**src/tx_redund_pkg.sv**
```systemverilog
// Package: register map, field limits, reset values and carriers for the transmit redundancy controller
package tx_redund_pkg;

  // ----------------------------------------------------------------
  // Register offsets (byte addresses, one word each)
  // ----------------------------------------------------------------
  localparam logic [7:0] ATTEN_OFF = 8'h00;
  localparam logic [7:0] START_DELAY_OFF = 8'h04;
  localparam logic [7:0] POWERUP_STATE_OFF = 8'h08;
  localparam logic [7:0] TX_ENABLE_OFF = 8'h0c;
  localparam logic [7:0] OVERTEMP_EN_OFF = 8'h10;
  localparam logic [7:0] TX_HOURS_OFF = 8'h14;
  localparam logic [7:0] TZ_OFFSET_OFF = 8'h18;
  localparam logic [7:0] REDUND_REPORT_OFF = 8'h1c;
  localparam logic [7:0] REDUND_EN_OFF = 8'h20;
  localparam logic [7:0] REVERT_MODE_OFF = 8'h24;
  localparam logic [7:0] SWITCH_PORT_OFF = 8'h28;
  localparam logic [7:0] CLONE_EN_OFF = 8'h2c;
  localparam logic [7:0] WARM_STANDBY_OFF = 8'h30;
  localparam logic [7:0] SWITCH_TYPE_OFF = 8'h34;
  localparam logic [7:0] PAIR_STATUS_OFF = 8'h38;
  localparam logic [7:0] ONLINE_SELECT_OFF = 8'h3c;
  localparam logic [7:0] PEER_ADDR_OFF = 8'h40;
  localparam logic [7:0] PEER_PUBLIC_OFF = 8'h44;
  localparam logic [7:0] ERR_STATUS_OFF = 8'h48;

  // ----------------------------------------------------------------
  // Field limits
  // ----------------------------------------------------------------
  localparam logic [7:0] ATTEN_MAX = 8'ha0;              // 16.0 dB in tenths
  localparam logic [8:0] DELAY_MAX_S = 9'h1f4;           // 500 s
  localparam logic signed [7:0] TZ_HOUR_MIN = 8'shf4;    // -12
  localparam logic signed [7:0] TZ_HOUR_MAX = 8'sh0e;    // +14
  localparam logic [5:0] TZ_MINUTE_MAX = 6'h3b;
  localparam logic signed [7:0] OVERTEMP_LIMIT_C = 8'sh55;
  localparam logic [31:0] PEER_ADDR_MIN = 32'h01000000;
  localparam logic [31:0] PEER_ADDR_MAX = 32'hdffffffe;

  // ----------------------------------------------------------------
  // Timing
  // ----------------------------------------------------------------
  localparam int unsigned CLK_PERIOD_NS = 32'h4;
  localparam int unsigned SEC_NS = 32'h3b9aca00;
  localparam int unsigned CYCLES_PER_SEC = SEC_NS / CLK_PERIOD_NS;
  localparam logic [11:0] SECS_PER_HOUR = 12'he10;
  localparam logic [7:0] CLONE_PERIOD_S = 8'h0a;

  // ----------------------------------------------------------------
  // Reset values
  // ----------------------------------------------------------------
  localparam logic [7:0] ATTEN_RST = 8'h00;
  localparam logic [8:0] START_DELAY_RST = 9'h000;
  localparam logic POWERUP_STATE_RST = 1'b1;
  localparam logic OVERTEMP_EN_RST = 1'b1;
  localparam logic REDUND_EN_RST = 1'b0;
  localparam logic CLONE_EN_RST = 1'b0;
  localparam logic WARM_STANDBY_RST = 1'b0;
  localparam logic PORT_B_RST = 1'b0;
  localparam logic SWITCH_B_RST = 1'b0;
  localparam logic [31:0] PEER_ADDR_RST = 32'hc0a80116;
  localparam logic [31:0] PEER_PUBLIC_RST = 32'h00000000;

  // ----------------------------------------------------------------
  // Types
  // ----------------------------------------------------------------
  typedef enum logic {REVERTING = 1'b0, NON_REVERTING = 1'b1} revert_mode_t;
  typedef enum logic {SW_MANUAL = 1'b0, SW_AUTO = 1'b1} switching_type_t;
  typedef enum logic [1:0] {TX_OFF = 2'h0, TX_ON = 2'h1, TX_MUTED = 2'h2} tx_report_t;

  typedef struct packed {
    revert_mode_t revert_mode;
    switching_type_t switching_type;
    logic warm_standby_enable;
    logic clone_enable;
    logic tx_valid;
    logic [8:0] tx_start_delay;
    logic powerup_tx_state;
    logic tx_output_enable;
    logic overtemp_shutdown_enable;
  } clone_msg_t;

  localparam clone_msg_t CLONE_MSG_RST = '{REVERTING, SW_AUTO, WARM_STANDBY_RST, CLONE_EN_RST, 1'b0,
                                           START_DELAY_RST, POWERUP_STATE_RST, POWERUP_STATE_RST, OVERTEMP_EN_RST};

endpackage

```
**src/tx_output_redundancy_control.sv**
```systemverilog
// Transmit output gating and one-plus-one redundancy controller with register port
`timescale 1ns/1ns
// ----------------------------------------------------------------
// Overview of operation
// [RL1] Attenuation held 0.0 to 16.0 dB, tenths
// [RL2] Output muted for start delay after power-up
// [RL3] Zero start delay enables output at once
// [RL4] Stored power-up state applied on power restore
// [RL5] Host writes enable; alarms override it
// [RL6] Enable reads 0 off, 1 on, 2 muted
// [RL7] Over 85 C with shutdown enabled disables output
// [RL8] Shutdown setting 0/1, enabled by default
// [RL9] Read-only hours of unmuted enabled output
// [RL10] Signed time zone offset, hours -12 to 14
// [RL11] Report redundancy, master position and cloning
// [RL12] Reverting mode switches on every single fault
// [RL13] Non-reverting moves A to B once only
// [RL14] Stored waveguide port, does not move switch
// [RL15] Shared settings copied; changed only on master
// [RL16] Cloning sends transmit settings to offline slave
// [RL17] Warm standby keeps B standby output off
// [RL18] Manual switching only by host command
// [RL19] Automatic switching on online major fault
// [RL20] Pair status gives switching type and switch side
// [RL21] Online select drives the waveguide switch
// [RL22] Peer address stored, range checked, default set
// [RL23] Output active only enabled, delay done, no alarm
// [RL24] Bad or forbidden writes rejected, value kept
// ----------------------------------------------------------------
module tx_output_redundancy_control
  import tx_redund_pkg::*;
#(
  parameter int unsigned CYCLES_PER_SEC_P = CYCLES_PER_SEC
) (
  input wire logic clk,
  input wire logic arst_n,
  input wire logic ce,
  input wire logic [7:0] reg_addr,
  input wire logic [31:0] reg_wdata,
  input wire logic reg_wr,
  input wire logic reg_rd,
  output logic [31:0] reg_rdata,
  input wire logic signed [7:0] temp_c,
  input wire logic local_major_fault,
  input wire logic peer_major_fault_pin,
  input wire logic power_restore,
  input wire logic peer_cfg_valid,
  input wire clone_msg_t peer_cfg,
  output logic tx_output_on,
  output logic tx_muted,
  output logic switch_drive_b,
  output logic clone_valid,
  output clone_msg_t clone_msg,
  output logic [31:0] peer_address,
  output logic [31:0] peer_public_address,
  output logic cmd_reject
);

  // ----------------------------------------------------------------
  // State
  // ----------------------------------------------------------------
  typedef struct packed {
    logic [31:0] rdata;
    logic [7:0] atten;
    logic [8:0] start_delay;
    logic powerup_state;
    logic tx_en;
    logic ote;
    logic [31:0] hours;
    logic [7:0] tz_hours;
    logic [5:0] tz_minutes;
    logic redund_en;
    revert_mode_t revert;
    switching_type_t sw_type;
    logic port_b;
    logic clone_en;
    logic warm;
    logic switch_b;
    logic [31:0] peer_addr;
    logic [31:0] peer_pub;
    logic err_range;
    logic err_perm;
    logic [8:0] delay_left;
    logic [27:0] prescale;
    logic [11:0] hour_secs;
    logic [7:0] clone_secs;
    logic pf_s1;
    logic pf_s2;
    logic pf_s3;
    logic pf_filt;
    logic tx_on;
    logic muted;
    logic clone_valid;
    clone_msg_t clone_msg;
    logic reject;
  } state_t;

  localparam state_t STATE_RST = '{
    rdata: 32'h0, atten: ATTEN_RST, start_delay: START_DELAY_RST, powerup_state: POWERUP_STATE_RST,
    tx_en: POWERUP_STATE_RST, ote: OVERTEMP_EN_RST, hours: 32'h0, tz_hours: 8'h00, tz_minutes: 6'h00,
    redund_en: REDUND_EN_RST, revert: REVERTING, sw_type: SW_AUTO, port_b: PORT_B_RST,
    clone_en: CLONE_EN_RST, warm: WARM_STANDBY_RST, switch_b: SWITCH_B_RST, peer_addr: PEER_ADDR_RST,
    peer_pub: PEER_PUBLIC_RST, err_range: 1'b0, err_perm: 1'b0, delay_left: START_DELAY_RST,
    prescale: 28'h0, hour_secs: 12'h000, clone_secs: 8'h00, pf_s1: 1'b0, pf_s2: 1'b0, pf_s3: 1'b0,
    pf_filt: 1'b0, tx_on: 1'b0, muted: 1'b0, clone_valid: 1'b0, clone_msg: CLONE_MSG_RST, reject: 1'b0};

  state_t q_reg;
  state_t q_next;

  // ----------------------------------------------------------------
  // Helpers
  // ----------------------------------------------------------------
  function automatic logic is_bit(input logic [31:0] w);
    is_bit = (w[31:1] == 31'h0);
  endfunction

  function automatic logic addr_ok(input logic [31:0] w);
    addr_ok = (w >= PEER_ADDR_MIN) && (w <= PEER_ADDR_MAX);
  endfunction

  logic online;
  logic master;
  logic overtemp_alarm;
  logic warm_off;
  logic tx_active;
  logic online_fault;
  logic standby_fault;
  logic sec_tick;

  // A unit is online when the switch points at the port it feeds
  assign online = (q_reg.switch_b == q_reg.port_b); // [RL14]
  assign master = !q_reg.redund_en || online;
  assign overtemp_alarm = q_reg.ote && (temp_c > OVERTEMP_LIMIT_C); // [RL7]
  // Warm standby only ever silences the B-port unit while it is offline
  assign warm_off = q_reg.redund_en && q_reg.warm && q_reg.port_b && !online; // [RL17]
  assign tx_active = q_reg.tx_en && (q_reg.delay_left == 9'h000) && !overtemp_alarm && !warm_off; // [RL23] [RL5]
  assign online_fault = online ? local_major_fault : q_reg.pf_filt;
  assign standby_fault = online ? q_reg.pf_filt : local_major_fault;
  assign sec_tick = (q_reg.prescale == 28'(CYCLES_PER_SEC_P - 1));

  // ----------------------------------------------------------------
  // Next state
  // ----------------------------------------------------------------
  always_comb begin
    logic rng;
    logic perm;
    logic accept;
    logic [7:0] tzh;
    rng = 1'b0;
    perm = 1'b1;
    accept = 1'b0;
    tzh = reg_wdata[15:8];
    q_next = q_reg;
    q_next.rdata = 32'h0;
    q_next.reject = 1'b0;
    q_next.clone_valid = 1'b0;

    // Peer fault comes from another unit; filter it before use
    q_next.pf_s1 = peer_major_fault_pin;
    q_next.pf_s2 = q_reg.pf_s1;
    q_next.pf_s3 = q_reg.pf_s2;
    if (q_reg.pf_s2 == q_reg.pf_s3) begin
      q_next.pf_filt = q_reg.pf_s3;
    end

    q_next.prescale = sec_tick ? 28'h0 : q_reg.prescale + 28'h1;
    q_next.tx_on = tx_active;
    q_next.muted = q_reg.tx_en && !tx_active;

    if (sec_tick && (q_reg.delay_left != 9'h000)) begin
      q_next.delay_left = q_reg.delay_left - 9'h001; // [RL2]
    end

    // Seconds of live output are rolled into whole hours
    if (sec_tick && q_reg.tx_on) begin
      if (q_reg.hour_secs == SECS_PER_HOUR - 12'h001) begin
        q_next.hour_secs = 12'h000;
        q_next.hours = q_reg.hours + 32'h1; // [RL9]
      end else begin
        q_next.hour_secs = q_reg.hour_secs + 12'h001;
      end
    end

    if (power_restore) begin
      q_next.tx_en = q_reg.powerup_state; // [RL4]
      q_next.delay_left = q_reg.start_delay; // [RL2] [RL3]
    end

    // Automatic switching; a healthy standby is required in both modes
    if (q_reg.redund_en && (q_reg.sw_type == SW_AUTO) && online_fault && !standby_fault) begin // [RL19] [RL18]
      if (q_reg.revert == REVERTING) begin
        q_next.switch_b = !q_reg.switch_b; // [RL12]
      end else if (!q_reg.switch_b) begin
        q_next.switch_b = 1'b1; // [RL13]
      end
    end

    // Settings pushed by the online master land only on the offline unit
    if (peer_cfg_valid && q_reg.redund_en && !online) begin
      q_next.revert = peer_cfg.revert_mode; // [RL15]
      q_next.sw_type = peer_cfg.switching_type;
      q_next.warm = peer_cfg.warm_standby_enable;
      q_next.clone_en = peer_cfg.clone_enable;
      if (peer_cfg.tx_valid) begin
        q_next.start_delay = peer_cfg.tx_start_delay; // [RL16]
        q_next.powerup_state = peer_cfg.powerup_tx_state;
        q_next.tx_en = peer_cfg.tx_output_enable;
        q_next.ote = peer_cfg.overtemp_shutdown_enable;
      end
    end

    if (sec_tick) begin
      if (q_reg.clone_secs == CLONE_PERIOD_S - 8'h01) begin
        q_next.clone_secs = 8'h00;
        if (q_reg.redund_en && online) begin
          q_next.clone_valid = 1'b1; // [RL15] [RL16]
          q_next.clone_msg = '{q_reg.revert, q_reg.sw_type, q_reg.warm, q_reg.clone_en, q_reg.clone_en,
                               q_reg.start_delay, q_reg.powerup_state, q_reg.tx_en, q_reg.ote};
        end
      end else begin
        q_next.clone_secs = q_reg.clone_secs + 8'h01;
      end
    end

    // ----------------------------------------------------------------
    // Write checks: range first, then permission
    // ----------------------------------------------------------------
    case (reg_addr)
      ATTEN_OFF: rng = (reg_wdata <= {24'h0, ATTEN_MAX}); // [RL1]
      START_DELAY_OFF: begin
        rng = (reg_wdata <= {23'h0, DELAY_MAX_S}); // [RL2]
        perm = !(q_reg.redund_en && q_reg.clone_en && !online); // [RL16]
      end
      POWERUP_STATE_OFF, TX_ENABLE_OFF, OVERTEMP_EN_OFF: begin
        rng = is_bit(reg_wdata); // [RL8]
        perm = !(q_reg.redund_en && q_reg.clone_en && !online); // [RL16]
      end
      TZ_OFFSET_OFF: begin
        rng = (reg_wdata[31:16] == 16'h0) && (reg_wdata[7:6] == 2'h0) && (reg_wdata[5:0] <= TZ_MINUTE_MAX)
              && ($signed(tzh) >= TZ_HOUR_MIN) && ($signed(tzh) <= TZ_HOUR_MAX); // [RL10]
      end
      REDUND_EN_OFF, SWITCH_PORT_OFF: rng = is_bit(reg_wdata);
      REVERT_MODE_OFF, CLONE_EN_OFF, WARM_STANDBY_OFF, SWITCH_TYPE_OFF: begin
        rng = is_bit(reg_wdata);
        perm = master; // [RL15]
      end
      ONLINE_SELECT_OFF: begin
        rng = is_bit(reg_wdata);
        // In automatic mode the host may only swap a healthy pair
        perm = (q_reg.sw_type == SW_MANUAL) || (!local_major_fault && !q_reg.pf_filt); // [RL18]
      end
      PEER_ADDR_OFF, PEER_PUBLIC_OFF: rng = addr_ok(reg_wdata); // [RL22]
      ERR_STATUS_OFF: rng = 1'b1;
      default: rng = 1'b0;
    endcase
    accept = reg_wr && rng && perm;

    if (accept) begin
      case (reg_addr)
        ATTEN_OFF: q_next.atten = reg_wdata[7:0];
        START_DELAY_OFF: q_next.start_delay = reg_wdata[8:0];
        POWERUP_STATE_OFF: q_next.powerup_state = reg_wdata[0];
        TX_ENABLE_OFF: q_next.tx_en = reg_wdata[0]; // [RL5]
        OVERTEMP_EN_OFF: q_next.ote = reg_wdata[0];
        TZ_OFFSET_OFF: begin
          q_next.tz_hours = reg_wdata[15:8];
          q_next.tz_minutes = reg_wdata[5:0];
        end
        REDUND_EN_OFF: q_next.redund_en = reg_wdata[0];
        REVERT_MODE_OFF: q_next.revert = revert_mode_t'(reg_wdata[0]);
        SWITCH_PORT_OFF: q_next.port_b = reg_wdata[0]; // [RL14]
        CLONE_EN_OFF: q_next.clone_en = reg_wdata[0];
        WARM_STANDBY_OFF: q_next.warm = reg_wdata[0];
        SWITCH_TYPE_OFF: q_next.sw_type = switching_type_t'(reg_wdata[0]);
        ONLINE_SELECT_OFF: q_next.switch_b = reg_wdata[0]; // [RL21]
        PEER_ADDR_OFF: q_next.peer_addr = reg_wdata; // [RL22]
        PEER_PUBLIC_OFF: q_next.peer_pub = reg_wdata;
        default: q_next.peer_pub = q_next.peer_pub;
      endcase
    end

    // Sticky errors: write one to clear, a new error in the same cycle wins
    q_next.err_range = q_reg.err_range;
    q_next.err_perm = q_reg.err_perm;
    if (reg_wr && (reg_addr == ERR_STATUS_OFF)) begin
      q_next.err_range = q_reg.err_range && !reg_wdata[0];
      q_next.err_perm = q_reg.err_perm && !reg_wdata[1];
    end
    if (reg_wr && !accept) begin
      q_next.reject = 1'b1; // [RL24]
      if (!rng) begin
        q_next.err_range = 1'b1;
      end else begin
        q_next.err_perm = 1'b1;
      end
    end

    // ----------------------------------------------------------------
    // Read mux, answer in the following cycle
    // ----------------------------------------------------------------
    if (reg_rd) begin
      case (reg_addr)
        ATTEN_OFF: q_next.rdata = {24'h0, q_reg.atten};
        START_DELAY_OFF: q_next.rdata = {23'h0, q_reg.start_delay};
        POWERUP_STATE_OFF: q_next.rdata = {31'h0, q_reg.powerup_state};
        TX_ENABLE_OFF: q_next.rdata = {30'h0, !q_reg.tx_en ? TX_OFF : (q_reg.tx_on ? TX_ON : TX_MUTED)}; // [RL6]
        OVERTEMP_EN_OFF: q_next.rdata = {31'h0, q_reg.ote};
        TX_HOURS_OFF: q_next.rdata = q_reg.hours; // [RL9]
        TZ_OFFSET_OFF: q_next.rdata = {16'h0, q_reg.tz_hours, 2'h0, q_reg.tz_minutes};
        REDUND_REPORT_OFF: q_next.rdata = {29'h0, q_reg.clone_en, master, q_reg.redund_en}; // [RL11]
        REDUND_EN_OFF: q_next.rdata = {31'h0, q_reg.redund_en};
        REVERT_MODE_OFF: q_next.rdata = {31'h0, q_reg.revert};
        SWITCH_PORT_OFF: q_next.rdata = {31'h0, q_reg.port_b};
        CLONE_EN_OFF: q_next.rdata = {31'h0, q_reg.clone_en};
        WARM_STANDBY_OFF: q_next.rdata = {31'h0, q_reg.warm};
        SWITCH_TYPE_OFF: q_next.rdata = {31'h0, q_reg.sw_type};
        PAIR_STATUS_OFF: q_next.rdata = {27'h0, q_reg.switch_b, q_reg.switch_b, q_reg.sw_type,
                                         !q_reg.switch_b, q_reg.sw_type}; // [RL20]
        ONLINE_SELECT_OFF: q_next.rdata = {31'h0, q_reg.switch_b};
        PEER_ADDR_OFF: q_next.rdata = q_reg.peer_addr;
        PEER_PUBLIC_OFF: q_next.rdata = q_reg.peer_pub;
        ERR_STATUS_OFF: q_next.rdata = {30'h0, q_reg.err_perm, q_reg.err_range};
        default: q_next.rdata = 32'h0;
      endcase
    end
  end

  always_ff @(posedge clk or negedge arst_n) begin
    if (!arst_n) begin
      q_reg <= STATE_RST;
    end else if (ce) begin
      q_reg <= q_next;
    end
  end

  // ----------------------------------------------------------------
  // Outputs
  // ----------------------------------------------------------------
  assign reg_rdata = q_reg.rdata;
  assign tx_output_on = q_reg.tx_on;
  assign tx_muted = q_reg.muted;
  assign switch_drive_b = q_reg.switch_b;
  assign clone_valid = q_reg.clone_valid;
  assign clone_msg = q_reg.clone_msg;
  assign peer_address = q_reg.peer_addr;
  assign peer_public_address = q_reg.peer_pub;
  assign cmd_reject = q_reg.reject;
endmodule // tx_output_redundancy_control

```
**config.mk**
```make
export PLATFORM = sky130hd
export DESIGN_NAME = tx_output_redundancy_control
export DESIGN_NICKNAME = d
export VERILOG_FILES = /design/src/tx_redund_pkg.sv /design/src/tx_output_redundancy_control.sv
export SDC_FILE = /design/constraint.sdc
export NUM_CORES = 1
export LEC_CHECK = 0
export BUFFER_PORTS_ARGS = -buffer_cell sky130_fd_sc_hd__buf_2
export CAP_MARGIN = 10
export CORE_ASPECT_RATIO = 1.4
export CORE_MARGIN = 1.5
export CORE_UTILIZATION = 39
export DETAILED_ROUTE_END_ITERATION = 12
export PLACE_DENSITY = 0.69
export SLEW_MARGIN = 30
export SYNTH_ARGS = -nofsm -noshare
export SYNTH_HDL_FRONTEND = slang
export SYNTH_SLANG_ARGS = --single-unit
export TNS_END_PERCENT = 30
```
**constraint.sdc**
```tcl
create_clock -name clk -period 4.6 [get_ports clk]
set_clock_uncertainty 0.1 [all_clocks]
set_input_delay 0.69 -clock clk [delete_from_list [all_inputs] [get_ports clk]]
set_output_delay 0.69 -clock clk [all_outputs]
set_load 0.1 [all_outputs]
```
Word-level counts from Yosys, hierarchy flattened
Index checks and enable logic that the tools add are counted.
{"block": "totals", "register_bits": 252, "inputBits": 74, "out_inout_bits": 118}
{"block": "op_classes", "addsub": 5, "order_cmp": 8, "n_eq_ne": 23, "muxes": 42, "bitwise": 1, "reduce_logical": 68}
{"op": "$pmux W32 S19", "count": 1}
{"op": "$mux W32", "count": 3}
{"op": "$mux W70", "count": 1}
{"op": "$eq A8 B6 Y1 const B", "count": 8}
{"op": "$mux W18", "count": 3}
{"op": "$mux W12", "count": 4}
{"op": "$add A32 B1 Y32 const B", "count": 1}
{"op": "$eq A8 B5 Y1 const B", "count": 4}
{"op": "$ge A32 B25 Y1 const B", "count": 1}
{"op": "$le A32 B32 Y1 const B", "count": 1}
{"op": "$le A32 B8 Y1 const B", "count": 1}
{"op": "$le A32 B9 Y1 const B", "count": 1}
{"op": "$logic_not A31 Y1", "count": 1}
{"op": "$logic_and A1 B1 Y1", "count": 30}
{"op": "$add A28 B1 Y28 const B", "count": 1}
{"op": "$eq A28 B28 Y1 const B", "count": 1}
{"op": "$mux W28", "count": 1}
{"op": "$mux W9", "count": 3}
{"op": "$eq A8 B4 Y1 const B", "count": 3}
{"op": "$eq A8 B7 Y1 const B", "count": 3}
{"op": "$reduce_and A3 Y1", "count": 7}
{"op": "$mux W1", "count": 17}
{"op": "$logic_not A16 Y1", "count": 1}
{"op": "$logic_not A1 Y1", "count": 13}
{"op": "other kinds (26)", "count": 37}

Depth between registers and ports, before layout
{"block": "depth", "depth_word": 11, "ltp_mapped": 10, "mapped_depth_nobuf": 9}

Least setup slack after synthesis
OpenSTA, ideal clock, no wires.
{"block": "synth_timing", "path_kind": "in2reg", "from": "input port reg_addr[4]", "to": "register q_reg, in the netlist peer_address[10]", "setup_time_ns": 0.125, "arrival_time_ns": 2.870, "t_required_ns": 4.375, "slack_ns": 1.504, "stages": 9, "path_cell_list": "buf_2 > or4_1 > nor2_1 > a21boi_2 > o311a_2 > nor2_8 > nor4_4 > buf_6 > mux2_4"}
{"block": "synth_between", "elab_chain_cells": 6, "elab_cells_between_ends": 25, "cone_classes": "eq/ne (15); mux (2); reduce/logical (8)"}
{"element": "from (decl)", "line": "tx_output_redundancy_control.sv:38", "source": "input wire logic [7:0] reg_addr,"}
{"element": "$eq A8 B6 Y1 (tied with other cells)", "line": "tx_output_redundancy_control.sv:228", "source": "case (reg_addr)"}
{"element": "$reduce_or A10 Y1 (no source line) / $reduce_or A2 Y1 (equally long branches)"}
{"element": "$pmux W1 S6", "line": "tx_output_redundancy_control.sv:228"}
{"element": "$logic_and A1 B1 Y1 (2 in a row)", "line": "tx_output_redundancy_control.sv:256", "source": "accept = reg_wr && rng && perm;"}
{"element": "$reduce_and A3 Y1 (no source line) *"}
{"element": "to (signal assigned)", "line": "tx_output_redundancy_control.sv:332", "source": "q_reg <= q_next;"}
{"element": "to (decl)", "line": "tx_output_redundancy_control.sv:107", "source": "state_t q_reg;"}
Mark *: on every way between the ends. The rest lies on a longest branch, timed or not.
A chain may end at the register's enable or synchronous reset.

Final worst setup path
{"block": "layout_timing", "from": "input port reg_addr[4]", "to": "register q_reg, in the netlist reg_rdata[13]"}
{"block": "layout_between", "elab_chain_cells": 3, "elab_cells_between_ends": 21, "cone_classes": "eq/ne (18); mux (2); reduce/logical (1)"}
{"element": "$eq A8 B7 Y1 (tied with other cells)", "line": "tx_output_redundancy_control.sv:302", "source": "case (reg_addr)"}
{"element": "$pmux W32 S19 *", "line": "tx_output_redundancy_control.sv:302"}
{"element": "$mux W32 *", "line": "tx_output_redundancy_control.sv:301", "source": "if (reg_rd) begin"}
Marked as above.

==> impl_metrics.ini <==
[outcome]
status = complete, no violations

[clock_network]
tritoncts = built
clk_latency_ns = 0.55
cts-resized-gates = 0
cts_made_buffers = 27
cts_buffer_depth = 3
post_cts_buffers = 0
cts_sinks = 252
path_clk_slew_ns = 0.06
cts-root-buf = clkbuf_16
htreeDepth = 1
hold_buffers = 1

[timing]
slew_violations = 0
rsz0062_at_grt = false
worst_pin_slew_ns = 0.874
setup_tns_ns = 0
finalHoldViolCount = 0
min_period_ns = 3.26
slew_headroom = 0.413
whs_ns = 0.288
fmax_mhz = 307
setup_violations = 0
period_share = 0.708

[synthesis]
mappedNetlistNets = 1316
synth_compound_area_frac = 0.121
synth_warnings = 0
ys_seq_area_frac = 0.467
async_flop_share = 1.00
synthAdderAreaFrac = 0.00554
synthSimpleGateAreaFrac = 0.159
synthCells = 1236
synth-xor-area-share = 0.0452
synthFlopType = dfrtp_1
synth_area_per_cell_sq_um = 11.0
ys_types = 83
synth.area.mux_share = 0.112
syn_area_sq_um = 13600
synth_top_family_by_area = simple AND/OR/NAND/NOR gates
synth_seq_cells = 252
synth_edf_count = 0

[grt]
antenna_found_initial = 2
track_usage = 0.212
grt_pass1_wl_mm = 59.5
grt_pass1_vias = 10157
overflow = 0
grt_max_degree = 83

[critical_path]
path_class = primary input to flip-flop
cp.required_ns = 4.98
r2r.worst_path.cells = 8
cp-end-kind = flip-flop
path_max_fanout = 22
arrival_ns = 3.64
worstSetupStartpointType = primary input

[floorplanning]
die_x_um = 161
core.rowCount = 80
start_util = 0.397
die_h_um = 224
die-area_sq_um = 35900
core_sq_um = 34100
io_pins = 192

[pwr]
leakage_nw = 7.20
power_density_nw_per_um2 = 329
ir_drop_uv = 240

[placed_design]
numPortBuffers = 190
gp_congestion = 0.908
dp_hpwl_mm = 27.7

[layout]
largest_reg_flops = 133
layout-drive-gt1-share = 0.315
area_delta_synth_final_pct = 11.6
finalNetCount = 1388

[drt]
viasPerCell = 5.69
drt-total-wl_mm = 38.0
ant_nets = 0
drc = 0
vias = 10123
routedWlPerCell_um = 21.4
drt_iter0_drc = 1003
firstDrtPassIters = 5

[worst_hold_path]
min_path_cells = 2
hp-class = primary input to flip-flop

[job]
cap_violations = 0
[cell families (layout without fill, tap and decap cells)]
logic type               after synthesis  after routing
flip-flops                           252            252
other                                  0              1
adder cells (fa/ha/maj)                6              6
multiplexers                         115            115
XOR/XNOR                              70             70
AND/OR/NAND/NOR                      370            370
buffers and inverters                202            293
AO/OA/AOI/OAI                        221            221
[path summary, 6_finish.rpt]
kind	from	endpoint	slack, ns
hold / removal	peer_major_fault_pin	q_next[23]	0.29
setup reg to reg	q_reg[45]	clone_msg[10]	1.37
hold reg to reg	clone_valid	clone_valid	0.38
max in group asynchronous	arst_n	peer_address[4]	3.02
setup / recovery	reg_addr[4]	reg_rdata[13]	1.34
min in group asynchronous	arst_n	q_reg[50]	0.55
[layer usage]
| layer | up-vias | track usage | part of all wire |
|---|---|---|---|
| li1 | 4592 | - | - |
| met1 | 5118 | 0.266 | 0.41 |
| met2 | 349 | 0.366 | 0.50 |
| met3 | 62 | 0.0370 | 0.061 |
| met4 | 2 | 0.0724 | 0.029 |
| met5 | - | 0 | 0.00034 |
[synthesized netlist by cell type, drive strengths merged, types with 8 or more instances]
cell / number / area (sq um)
a21o: 18 / 135
a21oi: 33 / 165
a221o: 9 / 90.1
a222oi: 26 / 260
a22oi: 22 / 165
and3: 15 / 93.8
and4: 8 / 70.1
buf: 132 / 978
clkbuf: 43 / 161
dfrtp: 235 / 5880
dfstp: 17 / 447
inv: 27 / 101
mux2: 109 / 1450
nand2: 63 / 236
nand3: 57 / 298
nand4: 33 / 228
nor2: 82 / 324
nor2b: 8 / 50.1
nor3: 24 / 169
nor4: 28 / 260
o21ai: 43 / 223
o2bb2ai: 20 / 175
or4: 13 / 101
xnor2: 38 / 333
xor2: 32 / 280
[layout make-up]
class	instances	area, sq um
antenna	1	2.50
multi-input combinational	782	6020
clock inverter	13	171
fill	3175	19000
clock buffer	35	746
sequential	252	6330
tap	451	564
timing repair buffer	218	1210
inverter	27	101
[report_power, final]
group | internal [mW] | switching [mW]
clock | 1.36 | 0.920
combinational | 0.111 | 0.269
sequential | 2.27 | 0.0575
[worst max-delay path, stage by stage]
cell and delay, ns:
buf_2 0.19, or4b_1 0.55, buf_4 0.20, nor2_1 0.20, a21oi_1 0.06, a2111oi_0 0.79
o311ai_4 0.35, buf_4 0.34, a21oi_1 0.16, a21o_1 0.10
[cells in the final DEF, fill, tap and decap left out, types with 17 or more instances in the layout]
cell	netlist	layout
nand4_1	31	31
o2bb2ai_1	20	20
a21oi_1	33	33
a222oi_1	26	26
nor3_1	18	18
buf_2	8	189
nor4_1	20	20
nand3_1	56	56
buf_4	114	25
inv_1	26	26
o21ai_0	41	40
nor2_1	81	79
nand2_1	63	63
dfstp_2	17	17
xor2_1	32	32
a21o_1	18	18
clkbuf_16	0	27
mux2_4	60	60
a22oi_1	22	22
mux2_2	43	43
xnor2_1	38	38
dfrtp_1	235	235
[through the flow]
step	std cells	cell area (sq um)	total power, mW	setup WS [ns]	util
final	1779	15100	4.99	1.34	0.444
after global routing	1778	15100	5.17	1.16	0.443
after CTS	1778	15100	5.03	1.38	0.443
after detailed placement	1729	14200	2.74	0.833	0.416
after global placement	1728	14200	2.72	0.867	0.415
after floorplan	1236	13600	2.56	1.50	-
Power figures use the tool's default switching activity.
